**config.mk**
```make
export PLATFORM = sky130hd
export DESIGN_NAME = ifr_tx_ctrl
export DESIGN_NICKNAME = d
export VERILOG_FILES = /design/src/rtl/ifr_pkg.sv /design/src/rtl/ifr_bit_shifter.sv /design/src/rtl/ifr_bit_tick.sv /design/src/rtl/ifr_tx_ctrl.sv
export SDC_FILE = /design/constraint.sdc
export NUM_CORES = 1
export LEC_CHECK = 0
export ABC_AREA = 1
export ABC_CLOCK_PERIOD_IN_PS = 5250
export BUFFER_PORTS_ARGS = -buffer_cell sky130_fd_sc_hd__buf_2
export CAP_MARGIN = 40
export CORE_UTILIZATION = 55
export DETAILED_ROUTE_END_ITERATION = 12
export PLACE_DENSITY = 0.74
export SLEW_MARGIN = 10
export SYNTH_ARGS = -nofsm -noshare
export SYNTH_HDL_FRONTEND = slang
export SYNTH_SLANG_ARGS = --single-unit
```
**constraint.sdc**
```tcl
create_clock -name clock -period 5.25 [get_ports clock]
set_input_delay 1.05 -clock clock [delete_from_list [all_inputs] [get_ports clock]]
set_output_delay 1.05 -clock clock [all_outputs]
set_load 0.01 [all_outputs]
```
**src/rtl/ifr_pkg.sv**
```systemverilog
// Shared constants, types and helpers of the in-frame response transmitter
package ifr_pkg;

    // ------------------------------------------------------------
    // Register map and field positions
    // ------------------------------------------------------------
    localparam logic [1:0] ADDR_CTRL  = 2'h0;  // Requests, end of data, format
    localparam logic [1:0] ADDR_STAT  = 2'h1;  // State vector
    localparam logic [1:0] ADDR_DATA  = 2'h2;  // Link data register
    localparam int         CTL_NOCRC  = 0;
    localparam int         CTL_CRC    = 1;
    localparam int         CTL_SINGLE = 2;
    localparam int         CTL_EOD    = 3;
    localparam int         CTL_NORM_FORMAT_SEL   = 4;
    localparam int         ST_EMPTY   = 0;
    localparam int         ST_LOST    = 1;
    localparam int         ST_ACTIVE  = 2;
    localparam logic [7:0] CTRL_RST   = 8'h00;
    localparam logic [7:0] DATA_RST   = 8'h00;

    // ------------------------------------------------------------
    // Timing
    // ------------------------------------------------------------
    localparam int         CLK_MHZ     = 25;
    localparam int         BIT_TIME_US = 64;
    localparam int         BIT_CYCLES  = BIT_TIME_US * CLK_MHZ;
    localparam logic [3:0] BYTE_BITS   = 4'h8;
    localparam logic [3:0] EOD_BITS    = 4'h4;
    localparam logic [3:0] EXTRA_BITS  = 4'h2;
    localparam logic [3:0] LAST_TWO    = 4'h6;

    // ------------------------------------------------------------
    // Check byte
    // ------------------------------------------------------------
    localparam logic [7:0] CRC_POLY = 8'h1d;
    localparam logic [7:0] CRC_INIT = 8'hff;

    // Transmit sequencer states, Gray coded along the usual path
    typedef enum logic [2:0] {
        S_IDLE  = 3'b000,
        S_NORM  = 3'b001,
        S_BYTE  = 3'b011,
        S_CRC   = 3'b010,
        S_EOD   = 3'b110,
        S_EXTRA = 3'b111,
        S_WAIT  = 3'b101
    } ifrState_e;

    // Register port request
    typedef struct packed {
        logic [1:0] addr;
        logic [7:0] wdata;
        logic       wr;
        logic       rd;
    } ifrRegReq_s;

    // Symbol events from the receiver
    typedef struct packed {
        logic eodRx;
        logic eofRx;
        logic busError;
    } ifrRxEvt_s;

    // One step of the check byte over a transmitted bit
    function automatic logic [7:0] crc8Step(input logic [7:0] crc,
                                            input logic       b);
        logic fb;
        fb = crc[7] ^ b;
        return {crc[6:0], 1'b0} ^ (fb ? CRC_POLY : 8'h00);
    endfunction

endpackage

```
**src/rtl/ifr_bit_shifter.sv**
```systemverilog
// Transmit shift register, most significant bit first
`timescale 1ns/1ps
module ifr_bit_shifter (
    // Clock and reset
    input  wire logic       clock,
    input  wire logic       reset,
    // Control
    input  wire logic       load,
    input  wire logic       step,
    input  wire logic [7:0] loadByte,
    // State
    output logic            bitOut,
    output logic [3:0]      count
);
    import ifr_pkg::*;

    logic [7:0] sh_ff;
    logic [3:0] cnt_ff;

    // Load with an optional first step in the same cycle
    always_ff @(posedge clock) begin
        if (reset) begin
            sh_ff  <= 8'h00;
            cnt_ff <= BYTE_BITS;
        end else if (load) begin
            sh_ff  <= step ? {loadByte[6:0], 1'b0} : loadByte;
            cnt_ff <= step ? 4'h1 : 4'h0;
        end else if (step && cnt_ff != BYTE_BITS) begin
            sh_ff  <= {sh_ff[6:0], 1'b0};
            cnt_ff <= cnt_ff + 4'h1;
        end
    end

    assign bitOut = sh_ff[7];
    assign count  = cnt_ff;
endmodule

```
**src/rtl/ifr_bit_tick.sv**
```systemverilog
// Bit-period enable divider for the link
`timescale 1ns/1ps
module ifr_bit_tick (
    // Clock and reset
    input  wire logic clock,
    input  wire logic reset,
    // Control
    input  wire logic restart,
    // Enable pulse
    output logic      tick
);
    import ifr_pkg::*;

    localparam logic [15:0] LAST = 16'(BIT_CYCLES - 1);

    logic [15:0] cnt_ff;
    logic        tick_ff;

    // Free running count, realigned on a received end of data symbol
    always_ff @(posedge clock) begin
        if (reset || restart) begin
            cnt_ff  <= 16'h0000;
            tick_ff <= 1'b0;
        end else begin
            cnt_ff  <= (cnt_ff == LAST) ? 16'h0000 : cnt_ff + 16'h0001;
            tick_ff <= (cnt_ff == LAST);
        end
    end

    assign tick = tick_ff;
endmodule

```
**src/rtl/ifr_tx_ctrl.sv**
```systemverilog
// In-frame response transmit control: requests, sequencing, arbitration
//
// Behaviour
// RULE1: Several requests set: single beats with-CRC beats without-CRC.
// RULE2: Request bits read back exactly as software wrote them.
// RULE3: Software sets at most one request bit at a time.
// RULE4: An active normalization bit precedes the first response byte.
// RULE5: One shared normalization bit; its slot is not arbitrated.
// RULE6: Losing node keeps sending its identifier until its byte appears.
// RULE7: Single request before end of data sends normalization then byte.
// RULE8: Single request clears on success, end-of-data request, bus error.
// RULE9: Single request cannot be set just after end of data.
// RULE10: Single byte lost: wait winner, resend without normalization bit.
// RULE11: Single byte lost in last two bits sends no extra ones.
// RULE12: With-CRC: normalization, bytes, then check byte and end of data.
// RULE13: Multi-byte modes flag transmit empty after each byte load.
// RULE14: With-CRC request clears on completion, bus error or underrun.
// RULE15: Single byte plus check byte raises no further transmit empty.
// RULE16: With-CRC request cannot be set just after end of data.
// RULE17: With-CRC loss sets flag, stops, clears request, no resend.
// RULE18: With-CRC loss in last two bits sends two extra ones; code sends them for a loss in any of the last three bits.
// RULE19: Without-CRC: normalization, bytes, last written byte ends it.
// RULE20: Software sets end-of-data request after the last byte write.
// RULE21: Without-CRC request clears on completion, bus error, underrun.
// RULE22: Format select picks normalization bit polarity per CRC use.
// RULE23: Setting end-of-data request clears transmit empty.
// RULE24: All request bits reset to zero.
//
// Local design decisions: the strobed register port and the register offsets.
`timescale 1ns/1ps
module ifr_tx_ctrl (
    // Clock and reset
    input  wire logic        clock,
    input  wire logic        reset,
    // Register port
    input  ifr_pkg::ifrRegReq_s regReq,
    output logic [7:0]       rdData,
    // Receiver symbol events
    input  ifr_pkg::ifrRxEvt_s  rxEvt,
    // Link pins
    input  wire logic        busRxPin,
    output logic             txBit,
    output logic             txEn,
    // Status
    output logic             txEmpty,
    output logic             lostArb
);
    import ifr_pkg::*;

    // ------------------------------------------------------------
    // Storage
    // ------------------------------------------------------------
    logic       rxMeta_ff;
    logic       rxSync_ff;
    logic [2:0] reqRaw_ff;
    logic       eodReq_ff;
    logic       norm_format_sel_ff;
    logic [7:0] dataReg_ff;
    logic       dataFull_ff;
    logic       txEmpty_ff;
    logic       lostArb_ff;
    logic       svRead_ff;
    logic       eodSeen_ff;
    logic [7:0] crc_ff;
    logic [7:0] holdByte_ff;
    logic [3:0] waitCnt_ff;
    logic       armArb_ff;
    logic       txBit_ff;
    logic       txEn_ff;
    logic [7:0] rdData_ff;
    ifrState_e  state_ff;

    // ------------------------------------------------------------
    // Next values and controls
    // ------------------------------------------------------------
    ifrState_e  nxt_state;
    logic [3:0] nxt_waitCnt;
    logic       nxt_txBit;
    logic       nxt_txEn;
    logic       nxt_armArb;
    logic       shLoad;
    logic       shStep;
    logic [7:0] shByte;
    logic       clrReq;
    logic       clrEod;
    logic       setEmpty;
    logic       setLost;
    logic       takeData;
    logic       crcInit;
    logic       bitTick;
    logic       shBit;
    logic [3:0] shCnt;

    // Divider and shift register
    ifr_bit_tick u_tick (
        .clock   (clock),
        .reset   (reset),
        .restart (rxEvt.eodRx),
        .tick    (bitTick)
    );
    ifr_bit_shifter u_shift (
        .clock    (clock),
        .reset    (reset),
        .load     (shLoad),
        .step     (shStep),
        .loadByte (shByte),
        .bitOut   (shBit),
        .count    (shCnt)
    );
    // Register decode
    wire wrCtrl = regReq.wr && regReq.addr == ADDR_CTRL;
    wire wrData = regReq.wr && regReq.addr == ADDR_DATA;
    wire rdStat = regReq.rd && regReq.addr == ADDR_STAT;
    // Priority encoding of the request bits
    wire actSingle = reqRaw_ff[CTL_SINGLE];                          // RULE1
    wire actCrc    = ~reqRaw_ff[CTL_SINGLE] & reqRaw_ff[CTL_CRC];    // RULE1
    wire actNocrc  = ~reqRaw_ff[CTL_SINGLE] & ~reqRaw_ff[CTL_CRC]
                     & reqRaw_ff[CTL_NOCRC];                         // RULE1
    wire actMulti  = actCrc | actNocrc;
    wire anyReq    = actSingle | actMulti;
    wire busy      = state_ff != S_IDLE;
    // Normalization bit polarity
    wire nbVal = norm_format_sel_ff ^ actCrc;                                   // RULE22
    // Sets are refused between end of data and end of frame while the sequencer is idle
    wire        setBlock = eodSeen_ff && !busy;                      // RULE9 RULE16
    wire [2:0]  reqWrite = setBlock ? (regReq.wdata[2:0] & reqRaw_ff)
                                    : regReq.wdata[2:0];
    wire        eodWrite = wrCtrl && regReq.wdata[CTL_EOD];
    // Arbitration check of the last bit shown
    wire lostNow  = bitTick && txEn_ff && armArb_ff
                    && (rxSync_ff != txBit_ff);
    wire lastTwo  = shCnt >= LAST_TWO;
    wire byteDone = shCnt == BYTE_BITS;
    // Read mux
    wire [7:0] ctrlView = {3'h0, norm_format_sel_ff, eodReq_ff, reqRaw_ff};    // RULE2
    wire [7:0] statView = {5'h00, busy, lostArb_ff, txEmpty_ff};
    wire [7:0] rdValue  = (regReq.addr == ADDR_CTRL) ? ctrlView :
                          (regReq.addr == ADDR_STAT) ? statView :
                          (regReq.addr == ADDR_DATA) ? dataReg_ff : 8'h00;
    // Sequencer next state and side effects
    always_comb begin
        nxt_state   = state_ff;
        nxt_waitCnt = waitCnt_ff;
        nxt_txBit   = txBit_ff;
        nxt_txEn    = txEn_ff;
        nxt_armArb  = armArb_ff;
        shLoad      = 1'b0;
        shStep      = 1'b0;
        shByte      = dataReg_ff;
        clrReq      = 1'b0;
        clrEod      = 1'b0;
        setEmpty    = 1'b0;
        setLost     = 1'b0;
        takeData    = 1'b0;
        crcInit     = 1'b0;
        case (state_ff)
            S_IDLE: begin
                nxt_txEn   = 1'b0;
                nxt_armArb = 1'b0;
                if (rxEvt.eodRx && anyReq && !rxEvt.busError) begin
                    nxt_state = S_NORM;                 // RULE7 RULE12 RULE19
                end
            end
            S_NORM: begin
                if (bitTick) begin
                    nxt_txBit  = nbVal;                 // RULE4
                    nxt_txEn   = 1'b1;
                    nxt_armArb = 1'b0;                  // RULE5
                    shLoad     = 1'b1;
                    takeData   = 1'b1;
                    crcInit    = 1'b1;
                    setEmpty   = actMulti;              // RULE13
                    nxt_state  = S_BYTE;
                end
            end
            S_BYTE, S_CRC: begin
                if (lostNow && actSingle) begin
                    nxt_txEn    = 1'b0;                 // RULE11
                    nxt_armArb  = 1'b0;
                    nxt_waitCnt = BYTE_BITS - shCnt;
                    nxt_state   = S_WAIT;               // RULE10
                end else if (lostNow) begin
                    setLost     = 1'b1;                 // RULE17
                    clrReq      = 1'b1;                 // RULE17
                    nxt_armArb  = 1'b0;
                    nxt_waitCnt = EXTRA_BITS;
                    nxt_txBit   = 1'b1;
                    nxt_txEn    = lastTwo;              // RULE18
                    nxt_state   = lastTwo ? S_EXTRA : S_IDLE;
                end else if (bitTick && !byteDone) begin
                    nxt_txBit  = shBit;
                    nxt_armArb = 1'b1;
                    shStep     = 1'b1;
                end else if (bitTick && state_ff == S_CRC) begin
                    nxt_txEn    = 1'b0;
                    nxt_armArb  = 1'b0;
                    nxt_waitCnt = EOD_BITS;
                    nxt_state   = S_EOD;                // RULE12
                end else if (bitTick && actSingle) begin
                    clrReq    = 1'b1;                   // RULE8
                    nxt_txEn  = 1'b0;
                    nxt_state = S_IDLE;
                end else if (bitTick && dataFull_ff) begin
                    shLoad    = 1'b1;
                    shStep    = 1'b1;
                    takeData  = 1'b1;
                    nxt_txBit = dataReg_ff[7];
                    setEmpty  = !eodReq_ff;             // RULE13 RULE15
                end else if (bitTick && eodReq_ff && actCrc) begin
                    shLoad    = 1'b1;
                    shStep    = 1'b1;
                    shByte    = ~crc_ff;
                    nxt_txBit = ~crc_ff[7];
                    nxt_state = S_CRC;                  // RULE12
                end else if (bitTick && eodReq_ff) begin
                    nxt_txEn    = 1'b0;                 // RULE19
                    nxt_armArb  = 1'b0;
                    nxt_waitCnt = EOD_BITS;
                    nxt_state   = S_EOD;
                end else if (bitTick) begin
                    clrReq    = 1'b1;                   // RULE14 RULE21
                    nxt_txEn  = 1'b0;
                    nxt_state = S_IDLE;
                end
            end
            S_WAIT: begin
                if (!actSingle) begin
                    nxt_state = S_IDLE;
                end else if (bitTick && waitCnt_ff <= 4'h1) begin
                    shLoad     = 1'b1;                  // RULE6 RULE10
                    shStep     = 1'b1;
                    shByte     = holdByte_ff;
                    nxt_txBit  = holdByte_ff[7];
                    nxt_txEn   = 1'b1;
                    nxt_armArb = 1'b1;
                    nxt_state  = S_BYTE;
                end else if (bitTick) begin
                    nxt_waitCnt = waitCnt_ff - 4'h1;
                end
            end
            S_EXTRA: begin
                if (bitTick && waitCnt_ff <= 4'h1) begin
                    nxt_txEn  = 1'b0;
                    nxt_state = S_IDLE;
                end else if (bitTick) begin
                    nxt_waitCnt = waitCnt_ff - 4'h1;    // RULE18
                end
            end
            S_EOD: begin
                if (bitTick && waitCnt_ff <= 4'h1) begin
                    clrReq    = 1'b1;                   // RULE14 RULE21
                    clrEod    = 1'b1;
                    nxt_state = S_IDLE;
                end else if (bitTick) begin
                    nxt_waitCnt = waitCnt_ff - 4'h1;
                end
            end
            default: begin
                nxt_state = S_IDLE;
            end
        endcase
        // Bus error, or end-of-data request in single mode, ends the response at once
        if (rxEvt.busError || (actSingle && eodReq_ff)) begin
            clrReq    = 1'b1;                           // RULE8 RULE14 RULE21
            clrEod    = rxEvt.busError;
            setEmpty  = 1'b0;
            nxt_txEn  = 1'b0;
            nxt_state = S_IDLE;
        end
    end

    // Pin synchroniser
    always_ff @(posedge clock) begin
        rxMeta_ff <= busRxPin;
        rxSync_ff <= rxMeta_ff;
    end
    // Control register; software writes win over hardware clears
    always_ff @(posedge clock) begin
        if (reset) begin
            reqRaw_ff <= CTRL_RST[2:0];                 // RULE24
            eodReq_ff <= CTRL_RST[CTL_EOD];
            norm_format_sel_ff   <= CTRL_RST[CTL_NORM_FORMAT_SEL];
        end else begin
            if (wrCtrl) begin
                reqRaw_ff <= reqWrite;                  // RULE2
                norm_format_sel_ff   <= regReq.wdata[CTL_NORM_FORMAT_SEL];
            end else if (clrReq) begin
                reqRaw_ff <= 3'h0;                      // RULE8
            end
            if (eodWrite) begin
                eodReq_ff <= 1'b1;
            end else if (clrEod || (wrCtrl && !busy)) begin
                eodReq_ff <= 1'b0;
            end
        end
    end
    // Data register and the transmit-empty handshake
    always_ff @(posedge clock) begin
        if (reset) begin
            dataReg_ff  <= DATA_RST;
            dataFull_ff <= 1'b0;
            txEmpty_ff  <= 1'b0;
            svRead_ff   <= 1'b0;
        end else begin
            if (wrData) begin
                dataReg_ff <= regReq.wdata;
            end
            dataFull_ff <= wrData || (dataFull_ff && !takeData);
            svRead_ff   <= rdStat || (svRead_ff && !wrData);
            if (setEmpty) begin
                txEmpty_ff <= 1'b1;
            end else if (eodWrite || (wrData && svRead_ff)) begin
                txEmpty_ff <= 1'b0;                     // RULE23
            end
        end
    end
    // Status flags and frame tracking
    always_ff @(posedge clock) begin
        if (reset) begin
            lostArb_ff <= 1'b0;
            eodSeen_ff <= 1'b0;
        end else begin
            lostArb_ff <= setLost || (lostArb_ff && !rdStat);
            eodSeen_ff <= rxEvt.eodRx || (eodSeen_ff && !rxEvt.eofRx);
        end
    end
    // Check byte over data bits sent, byte held for retries
    always_ff @(posedge clock) begin
        if (reset) begin
            crc_ff      <= CRC_INIT;
            holdByte_ff <= DATA_RST;
        end else begin
            if (crcInit) begin
                crc_ff <= CRC_INIT;
            end else if (shStep && state_ff == S_BYTE) begin
                crc_ff <= crc8Step(crc_ff, nxt_txBit);
            end
            if (takeData) begin
                holdByte_ff <= dataReg_ff;
            end
        end
    end

    // Sequencer and pin registers
    always_ff @(posedge clock) begin
        if (reset) begin
            state_ff   <= S_IDLE;
            waitCnt_ff <= 4'h0;
            txBit_ff   <= 1'b0;
            txEn_ff    <= 1'b0;
            armArb_ff  <= 1'b0;
            rdData_ff  <= 8'h00;
        end else begin
            state_ff   <= nxt_state;
            waitCnt_ff <= nxt_waitCnt;
            txBit_ff   <= nxt_txBit;
            txEn_ff    <= nxt_txEn;
            armArb_ff  <= nxt_armArb;
            rdData_ff  <= regReq.rd ? rdValue : 8'h00;
        end
    end

    assign rdData  = rdData_ff;
    assign txBit   = txBit_ff;
    assign txEn    = txEn_ff;
    assign txEmpty = txEmpty_ff;
    assign lostArb = lostArb_ff;
endmodule
```
### Word-level counts from Yosys, hierarchy flattened

Index checks and enable logic that the tools add are counted.

* multiplexer cells: 136
* bitwise logic cells: 15
* eq/ne operators: 32
* multipliers: 0
* div/mod/pow operators: 0
* magnitude comparators: 2
* shift operators: 0
* add/sub/neg operators: 4
* reduce and logical (&&, ||, !) cells: 64

Operator list (count)
* 2-to-1 mux 8 bit: 12
* 2-to-1 mux 1 bit: 78
* 2-to-1 mux 3 bit: 18
* 2-to-1 mux 4 bit: 13
* != test 6 bit, second input constant: 6
* logical AND 1 bit: 27
* 2-to-1 mux 5 bit: 4
* != test 5 bit, second input constant: 4
* adder 16 x 1 -> 16 bit, second input constant: 1
* equality test 16 x 11 -> 1 bit, second input constant: 1
* one-hot mux 8 bit (2 select lines): 1
* one-hot mux 3 bit (5 select lines): 1
* AND reduction 7 bit: 2
* one-hot mux 4 bit (3 select lines): 1
* OR reduction 2 bit: 6
* equality test 3 bit, second input constant: 3
* AND reduction 9 bit: 1
* zero test 1 bit: 8
* logical OR 1 bit: 8
* != test 2 bit, second input constant: 4
* != test 4 bit, second input constant: 2
* != test 8 x 7 -> 1 bit, second input constant: 1
* inverter 8 bit: 1
* one-hot mux 1 bit (2 select lines): 4
* other kinds (31): 46

* bits in latches: 0
* bits in read-only memories: 0
* bits in writable memories: 0
* output and inout bits: 12
* register bits: 83
* input bits: 18
* memories: 0

### Depth between registers and ports, before layout

Gate-level depths: netlist of run 1.

* depth in word-level cells: 14
* mapped depth: 16

### Modules after synthesis

A second synthesis of run 1 with hierarchy kept.

* cell total of the unflattened synthesis: 700
* area total of the unflattened synthesis: 4747.1 um^2

Modules (own cells, without submodules)
* ifr_tx_ctrl: sequential area each 1081.0 um^2, cells each 448, times used 1, area each 3080.5 um^2
* ifr_bit_tick: sequential area each 340.3 um^2, cells each 127, times used 1, area each 899.6 um^2
* ifr_bit_shifter: sequential area each 240.2 um^2, cells each 125, times used 1, area each 767.0 um^2

### Least setup slack after synthesis of run 1

No wires, ideal clock.

* path kind: input port to flip-flop
* start point: in regReq[11] (netlist bit)
* end point: reg reqRaw_ff[0]
* arrival time: 1.840 ns
* stages: 5
* buffers on the path: 0
* path slack: 3.315 ns
* cell sequence: nor2_1 > nand2_1 > inv_1 > nand3_1 > a221oi_1

* word-level cells in the longest chain between the ends: 3

Ends and longest elaborated chain
* start: declaration: RTL line ifr_tx_ctrl.sv:36 `input ifr_pkg::ifrRegReq_s regReq,`
* zero test 2 bit *: RTL line ifr_tx_ctrl.sv:111 `wire wrCtrl = regReq.wr && regReq.addr == ADDR_CTRL;`
* logical AND 1 bit *: RTL line ifr_tx_ctrl.sv:111
* 2-to-1 mux 3 bit or nonzero test 2 bit (tied branches)
* end signal: assignment: RTL line ifr_tx_ctrl.sv:280 `reqRaw_ff <= CTRL_RST[2:0];`
* end signal: assignment: RTL line ifr_tx_ctrl.sv:285 `reqRaw_ff <= reqWrite;`
* end: declaration: RTL line ifr_tx_ctrl.sv:55 `logic [2:0] reqRaw_ff;`

Every way passes the cells marked *; elsewhere a longest branch is shown, timed or not.
A chain may end at the register's enable or synchronous reset.

### Worst setup path in the final report of run 1

* start point: reg reqRaw_ff[2]
* end point: reg u_shift.sh_ff[5]

* word-level cells in the longest chain between the ends: 13

Ends and longest elaborated chain
* inverter 1 bit: RTL line ifr_tx_ctrl.sv:116 `wire actCrc = ~reqRaw_ff[CTL_SINGLE] & reqRaw_ff[CTL_CRC];`
* bitwise AND 1 bit: RTL line ifr_tx_ctrl.sv:116
* logical AND 1 bit: RTL line ifr_tx_ctrl.sv:209 `end else if (bitTick && eodReq_ff && actCrc) begin`
* 2-to-1 mux 8 bit or 2-to-1 mux 1 bit (tied branches): RTL line ifr_tx_ctrl.sv:209
* 2-to-1 mux 8 bit or 2-to-1 mux 1 bit (tied branches): RTL line ifr_tx_ctrl.sv:203 `end else if (bitTick && dataFull_ff) begin`
* 2-to-1 mux 8 bit or 2-to-1 mux 1 bit (tied branches): RTL line ifr_tx_ctrl.sv:199 `end else if (bitTick && actSingle) begin`
* 2-to-1 mux 8 bit or 2-to-1 mux 1 bit (tied branches): RTL line ifr_tx_ctrl.sv:194 `end else if (bitTick && state_ff == S_CRC) begin`
* 2-to-1 mux 8 bit or 2-to-1 mux 1 bit (tied branches): RTL line ifr_tx_ctrl.sv:190 `end else if (bitTick && !byteDone) begin`
* 2-to-1 mux 8 bit or 2-to-1 mux 1 bit (tied branches): RTL line ifr_tx_ctrl.sv:182 `end else if (lostNow) begin`
* 2-to-1 mux 8 bit or 2-to-1 mux 1 bit (tied branches): RTL line ifr_tx_ctrl.sv:177 `if (lostNow && actSingle) begin`
* one-hot mux 8 bit (2 select lines) or one-hot mux 1 bit (2 select lines) (tied branches): RTL line ifr_tx_ctrl.sv:156 `case (state_ff)`
* 2-to-1 mux 8 bit or logical AND 1 bit (tied branches): RTL line ifr_bit_shifter.sv:26, ifr_bit_shifter.sv:28
* 2-to-1 mux 8 bit or nonzero test 2 bit (tied branches)
* end signal: assignment: RTL line ifr_bit_shifter.sv:26 `sh_ff <= step ? {loadByte[6:0], 1'b0} : loadByte;`
* end signal: assignment: RTL line ifr_bit_shifter.sv:29 `sh_ff <= {sh_ff[6:0], 1'b0};`
* end: declaration: RTL line ifr_bit_shifter.sv:17 `logic [7:0] sh_ff;`

Parallel ways exist; a longest one is shown, timed or not.

==> out/summary.md, run 1 <==
- worst ir drop on vdd: 0.0001483 V
- number of fillers in the final layout: 742
- launching element type of the critical path: register
- count of port buffers added during placement: 29
- CTS Hold Bufs: 0
- layout overhead on the synthesized area: 9.171%
- GR Overflow Total: 0
- wirelength, routed: 11,030 um
- number of CTS-inserted buffers: 9
- kind of capture point of the worst setup path: register
- share of async-settable or async-resettable flops after synthesis: 0
- delay of the slowest cell on the worst path: 0.59 ns
- clock transition at the register clock pins on the worst setup and hold paths after CTS: 0.09 ns
- Crit. Startpoint: reqRaw_ff[2]
- Syn Nets: 662
- vias in the first global route: 4,055
- setup repair after global routing missed its margin: no
- period utilisation layout: 0.4424
- Hold Crit Depth: 0
- reg2reg setup slack: 2.93 ns
- most instantiated flip-flop cell in the synthesis netlist: dfxtp_1
- global router's overall resource usage: 0.2771
- number of hold violations in the final report: 0
- Final Critical Period: 2.323 ns
- instance count of the mapped netlist: 638
- count of vias placed by the detailed router: 4,267
- warnings from Yosys: 0
- post-synthesis sequential element count: 83
- outcome: complete, no violations
- maximum buffer depth of the clock tree: 2
- launch point of the worst reg-to-reg path: reqRaw_ff[2]
- H-tree depth: 3
- Clock Skews: 0.01368 ns
- first-pass GRT wire length: 18,470 um
- Final Max Slew Viols: 0
- setup fix buffers added after clock tree synthesis: 0
- origin of the worst min-delay path: rxMeta_ff
- initial core utilization: 0.5685
- reported max-cap violation count: 0
- net count of the finished layout: 689
- gpl congestion: 0.8961
- Static Leak: 2.171 nW
- highest-delay cell along the critical path: dfxtp_1
- power per cell area: 238.9 nW/um2
- Critical Path Stages: 14
- Detail Route Antenna Nets: 0
- final setup vio count: 0
- Tightest Hold Check Type: register to register
- multi-input logic area: 2297 um2
- Worst R2R Path Depth: 14
- number of buffers and inverters on the critical path: 3
- CP cell instances: inv_4 -> nand2_2 -> inv_1 -> nand2_1 -> nand2_1 -> nand2_2 -> nand2_1 -> nand2_1 -> nand2_2 -> nand2_2 -> nand2_4 -> or2_2 -> nand3_1 -> inv_1
- crit-path leading delay family: simple AND/OR/NAND/NOR gates
- largest net degree at the start of global routing: 30
- Setup TNS: 0 ns
- Detailed Routing Iterations Pass 1: 5
- height of the die: 91.37 um
- Initial DRC Count: 218
- Row Count: 32
- worst skew pair latency: 0.37 ns
- proportion of layout cells with a drive suffix above 1: 0.1224
- detailed-placement wirelength estimate: 8160 um
- x dimension of the die: 91.37 um
- cell chosen for the clock root: clkbuf_8
- antenna violations before repair: 0
- Sinks on Clock Net: 83
- count of cells resized by post-cts repair: 0
- actual slew at the worst max-slew pin: 0.7873 ns
- Total Die Area: 8348 um2
- antenna diode count: 0
- core area: 7727 um2
- clock tree from TritonCTS: yes
- number of design rule violations left after detail routing: 0
- register cell area after layout: 1662 um2
- IO Pins: 30
- Crit Path Max Fanout: 12
- number of synthesized flops with an enable pin: 0
- drt via density: 5.527
- synth unique cells: 40
- Worst EP arrival: 2.59 ns
- Max Clk Rate: 430.5 MHz
- post-synthesis sequential area ratio: 0.3782
- mean area per synthesized cell: 6.886 um2
- commonest non-fill, non-tap cell in the layout: nand2_1
- most frequent cells in the layout: 132 x nand2_1, 85 x inv_1, 83 x dfxtp_1, 55 x nand3_1, 50 x o21ai_0
- worst slack on hold paths: 0.3730 ns
- Worst Path Class, Setup: register to register
- required time of the critical path: 5.52 ns
- detailed-route wire length per cell: 14.29 um
- total standard cell area after synthesis: 4393 um2
- relative slew slack: 0.4745
## cell type report
cell class | count | area share
clock buffers | 11 | 0.03157
well taps | 102 | 0.02661
clock inverters | 5 | 0.008609
multi-input cells | 445 | 0.4790
inverters | 97 | 0.07748
repair buffers | 29 | 0.03026
flip-flops and latches | 83 | 0.3465
## registers in the layout, summed over array words and instances, names as in the netlist
name and count:
txBit 1, dataFull_ff 1, u_tick.tick 1, rxMeta_ff 1
eodSeen_ff 1, holdByte_ff 8, lostArb 1, svRead_ff 1
dataReg_ff 8, txEmpty 1, reqRaw_ff 3, waitCnt_ff 4
u_shift.count 4, rdData 8, u_shift.sh_ff 8, state_ff 3
u_tick.cnt_ff 16, txEn 1, eodReq_ff 1, norm_format_sel_ff 1
rxSync_ff 1, crc_ff 8, armArb_ff 1
## final timing paths
| check | to |
|---|---|
| hold / removal | rxSync_ff |
| hold reg to reg | rxSync_ff |
| setup reg to reg | u_shift.sh_ff[5] |
| setup / recovery | u_shift.sh_ff[5] |
## worst register-to-register path: cells and delay by family, from the launching register on
kind          cells  cell delay (ns)
buf+inv           3             0.26
simple gates     11             1.40
flops             1             0.59
## report_power, final
group	internal (mW)	switching, mW	leakage (nW)
Clock	0.203	0.249	0.0930
Combinational	0.0163	0.0359	1.41
Sequential	0.636	0.00533	0.672
## cell usage after synthesis (2+ instances only)
| library cell | count | area, um2 |
|---|---|---|
| nand2_1 | 132 | 495.5 |
| inv_1 | 85 | 319.1 |
| dfxtp_1 | 83 | 1662 |
| nand3_1 | 55 | 275.3 |
| o21ai_0 | 50 | 250.2 |
| nor2_1 | 49 | 183.9 |
| a21oi_1 | 48 | 240.2 |
| nor3_1 | 13 | 65.06 |
| o21ai_1 | 11 | 55.05 |
| a22oi_1 | 9 | 67.56 |
| inv_2 | 9 | 33.78 |
| nand2_2 | 9 | 56.30 |
| clkbuf_1 | 8 | 30.03 |
| xor2_1 | 8 | 70.07 |
| a31oi_1 | 7 | 43.79 |
| ha_1 | 6 | 75.07 |
| nor4_1 | 6 | 37.54 |
| nand4_1 | 5 | 31.28 |
| o22ai_1 | 4 | 25.02 |
| a221oi_1 | 3 | 26.28 |
| buf_4 | 3 | 22.52 |
| inv_4 | 3 | 18.77 |
| nand3_2 | 3 | 30.03 |
| nor2_4 | 3 | 33.78 |
| nor2_8 | 3 | 60.06 |
| o211ai_1 | 3 | 22.52 |
| or2_2 | 3 | 18.77 |
| a211oi_1 | 2 | 15.01 |
| buf_2 | 2 | 10.01 |
| o221ai_1 | 2 | 17.52 |
| o31ai_1 | 2 | 15.01 |
## per-stage QoR
stage	worst slack (ns)	std cells	total power, mW	instance area (um2)	utilization
finish	2.927	772	1.146	4796	0.6206
global route	2.639	772	1.180	4796	0.6206
CTS	2.952	772	1.152	4796	0.6206
detailed placement	2.855	756	0.7077	4603	0.5957
global placement	2.932	756	0.7060	4603	0.5957
floorplan	3.315	638	0.6878	4393	-
## routing by layer
layer	up-vias	share of wire	global-route usage
met5	-	0	0
met4	0	0.023	0.1230
met3	24	0.049	0.04690
met2	137	0.48	0.4811
met1	1939	0.45	0.3352
li1	2167	-	-
## logic make-up after synthesis
kind of cell,synth area share
fa+ha+maj,0.01709
simple gates,0.3011
flops,0.3782
compound gates,0.1888
xor+xnor,0.01595
buf+inv,0.09883
(Power assumes the default switching activity.)
==> run 2: changes to the inputs <==
--- a/config.mk
+++ b/config.mk
@@ -6,12 +6,12 @@
 export NUM_CORES = 1
 export LEC_CHECK = 0
 export ABC_AREA = 1
-export ABC_CLOCK_PERIOD_IN_PS = 5250
+export ABC_CLOCK_PERIOD_IN_PS = 1900
 export BUFFER_PORTS_ARGS = -buffer_cell sky130_fd_sc_hd__buf_2
 export CAP_MARGIN = 40
 export CORE_UTILIZATION = 55
 export DETAILED_ROUTE_END_ITERATION = 12
-export PLACE_DENSITY = 0.74
+export PLACE_DENSITY = 0.76
 export SLEW_MARGIN = 10
 export SYNTH_ARGS = -nofsm -noshare
 export SYNTH_HDL_FRONTEND = slang
==> constraint.sdc (replaced) <==
create_clock -name clock -period 1.9 [get_ports clock]
set_input_delay 0.38 -clock clock [delete_from_list [all_inputs] [get_ports clock]]
set_output_delay 0.38 -clock clock [all_outputs]
set_load 0.01 [all_outputs]
==> run 2 against run 1 <==
Via count up 7.6%. Largest power group unchanged. Global-route usage up 1.2 points. Largest cell class unchanged. Cell area up 15%. Final cell count up 7.6%. Register-to-register slack worse by 2.9 ns. Non-clock buffer count up 59.
==> out/summary.md, run 2 (synthesis gave the netlist of run 1 again) <==
- Row Count: 32, unchanged
- number of standard cells in the layout, taps in and fillers out: 831, +7.6%
- Setup TNS: 0 ns, unchanged
- global router's overall resource usage: 0.2889, +0.01185
- Final Critical Period: 1.826 ns, -0.4971 ns
- Total Die Area: 8348 um2, unchanged
- count of vias placed by the detailed router: 4,591, +7.6%
- worst ir drop on vdd: 0.0004668 V, +210%
- net count of the finished layout: 748, +8.6%
- worst slack on hold paths: 0.1291 ns, -0.2439 ns
- IO Pins: 30, unchanged
- Worst EP arrival: 2.08 ns, -0.51 ns
- number of hold violations in the final report: 0, unchanged
- Detail Route Antenna Nets: 0, unchanged
- x dimension of the die: 91.37 um, unchanged
- launching element type of the critical path: register
- final setup vio count: 0, unchanged
- antenna violations before repair: 0, unchanged
- period utilisation layout: 0.9608, +0.5184
- launch point of the worst reg-to-reg path: waitCnt_ff[1]
- number of CTS-inserted buffers: 9, unchanged
- relative slew slack: 0.6180, +0.1434
- PnR worst setup slack: 0.07445 ns, -2.853 ns
- core area: 7727 um2, unchanged
- number of fillers in the final layout: 623, -16%
- Tightest Hold Check Type: input port to register
- largest net degree at the start of global routing: 19, -37%
- Static Leak: 2.561 nW, +18%
- most frequent cells in the layout: 120 x nand2_1, 79 x inv_1, 77 x dfxtp_1, 57 x buf_4, 48 x nand3_1
- count of port buffers added during placement: 29, unchanged
- outcome: complete, no violations
- Crit. Startpoint: waitCnt_ff[1]
- Initial DRC Count: 351, +61%
- detailed-placement wirelength estimate: 8679 um, +6.4%
- height of the die: 91.37 um, unchanged
- clock tree from TritonCTS: yes
- Sinks on Clock Net: 83, unchanged
- antenna diode count: 0, unchanged
- first-pass GRT wire length: 19,350 um, +4.8%
- origin of the worst min-delay path: busRxPin
- Worst Path Class, Setup: register to register
- Final Max Slew Viols: 0, unchanged
- clock transition at the register clock pins on the worst setup and hold paths after CTS: 0.09 ns, about the same
- vias in the first global route: 4,369, +7.7%
- Max Clk Rate: 547.8 MHz, +27%
- H-tree depth: 3, unchanged
- register name with the most flops: u_tick.cnt_ff
- reported max-cap violation count: 0, unchanged
- Clock Skews: 0.01346 ns, -0.0002185 ns
- wirelength, routed: 11,700 um, +6.1%
- kind of capture point of the worst setup path: register
- required time of the critical path: 2.15 ns, -3.37 ns
- cell chosen for the clock root: clkbuf_8
- Crit Path Max Fanout: 4, -8
- Detailed Routing Iterations Pass 1: 5, unchanged
- maximum buffer depth of the clock tree: 2, unchanged
- total power: 3.227 mW, +180%
- end-of-flow core utilization: 0.7129, +0.09229
- setup repair after global routing missed its margin: yes
- number of instances in the placed design: 805, +6.5%
- proportion of layout cells with a drive suffix above 1: 0.2551, +0.1328
- initial core utilization: 0.5685, unchanged
- detailed-route wire length per cell: 14.08 um, -1.5%
- drt via density: 5.525, about the same
- actual slew at the worst max-slew pin: 0.5729 ns, -0.2144 ns
- power per cell area: 585.7 nW/um2, +150%
- layout overhead on the synthesized area: 25.41%
- worst slack, placed: -0.1496 ns, -3.005 ns
- post-placement cell area: 4974 um2, +8.0%
- number of design rule violations left after detail routing: 0, unchanged
- number of flip-flops under the largest register name: 16, unchanged
- worst skew pair latency: 0.36 ns, about the same
- finished layout cell area: 5509 um2, +15%
- commonest non-fill, non-tap cell in the layout: nand2_1
- GR Overflow Total: 0, unchanged
- gpl congestion: 0.9236, +3.1%
==> run 2: area by class of cell <==
class,instances,area (um2),area share
well taps,102,127.6,0.02317
repair buffers,88,604.3,0.1097
clock inverters,6,72.57,0.01317
inverters,97,385.4,0.06995
multi-input cells,445,2517,0.4570
clock buffers,10,127.6,0.02317
flip-flops and latches,83,1674,0.3039
==> run 2: per-layer routing <==
layer  global-route usage  share of wire
met5                    0              0
met4               0.1217          0.029
met3              0.06365          0.064
met2               0.4634           0.45
met1               0.3745           0.46
==> run 2: where the power goes <==
group,internal (mW),switching [mW],leakage (nW)
registers,1.76,0.0129,0.675
clock network,0.622,0.671,0.0975
logic,0.0582,0.107,1.79
==> run 2: what timing repair did <==
action                     in CTS  in global routing
hold buffers                    0                  0
buffers inserted                0                 11
pin swaps                       2                 26
resized for setup              12                 57
setup endpoints to repair      13                 32
==> run 2: path summary, 6_finish.rpt <==
check,to,slack (ns),cells past startpoint
worst max-delay path,crc_ff[3],0.07,15
worst min register to register,rxSync_ff,0.32,0
worst min-delay path,rxMeta_ff,0.13,1
worst max register to register,crc_ff[3],0.07,15
==> run 2: critical path: stages, from the launching register on <==
cell,delay (ns)
dfxtp_2,0.35
inv_4,0.08
ha_4,0.13
inv_1,0.05
nand2_2,0.09
nand3_4,0.12
nand2_1,0.10
o21ai_1,0.06
nand2_1,0.08
nand2_2,0.07
nor2_4,0.14
nand3_4,0.11
nand2_2,0.09
nand3_1,0.10
nand3_2,0.10
nand2_1,0.05
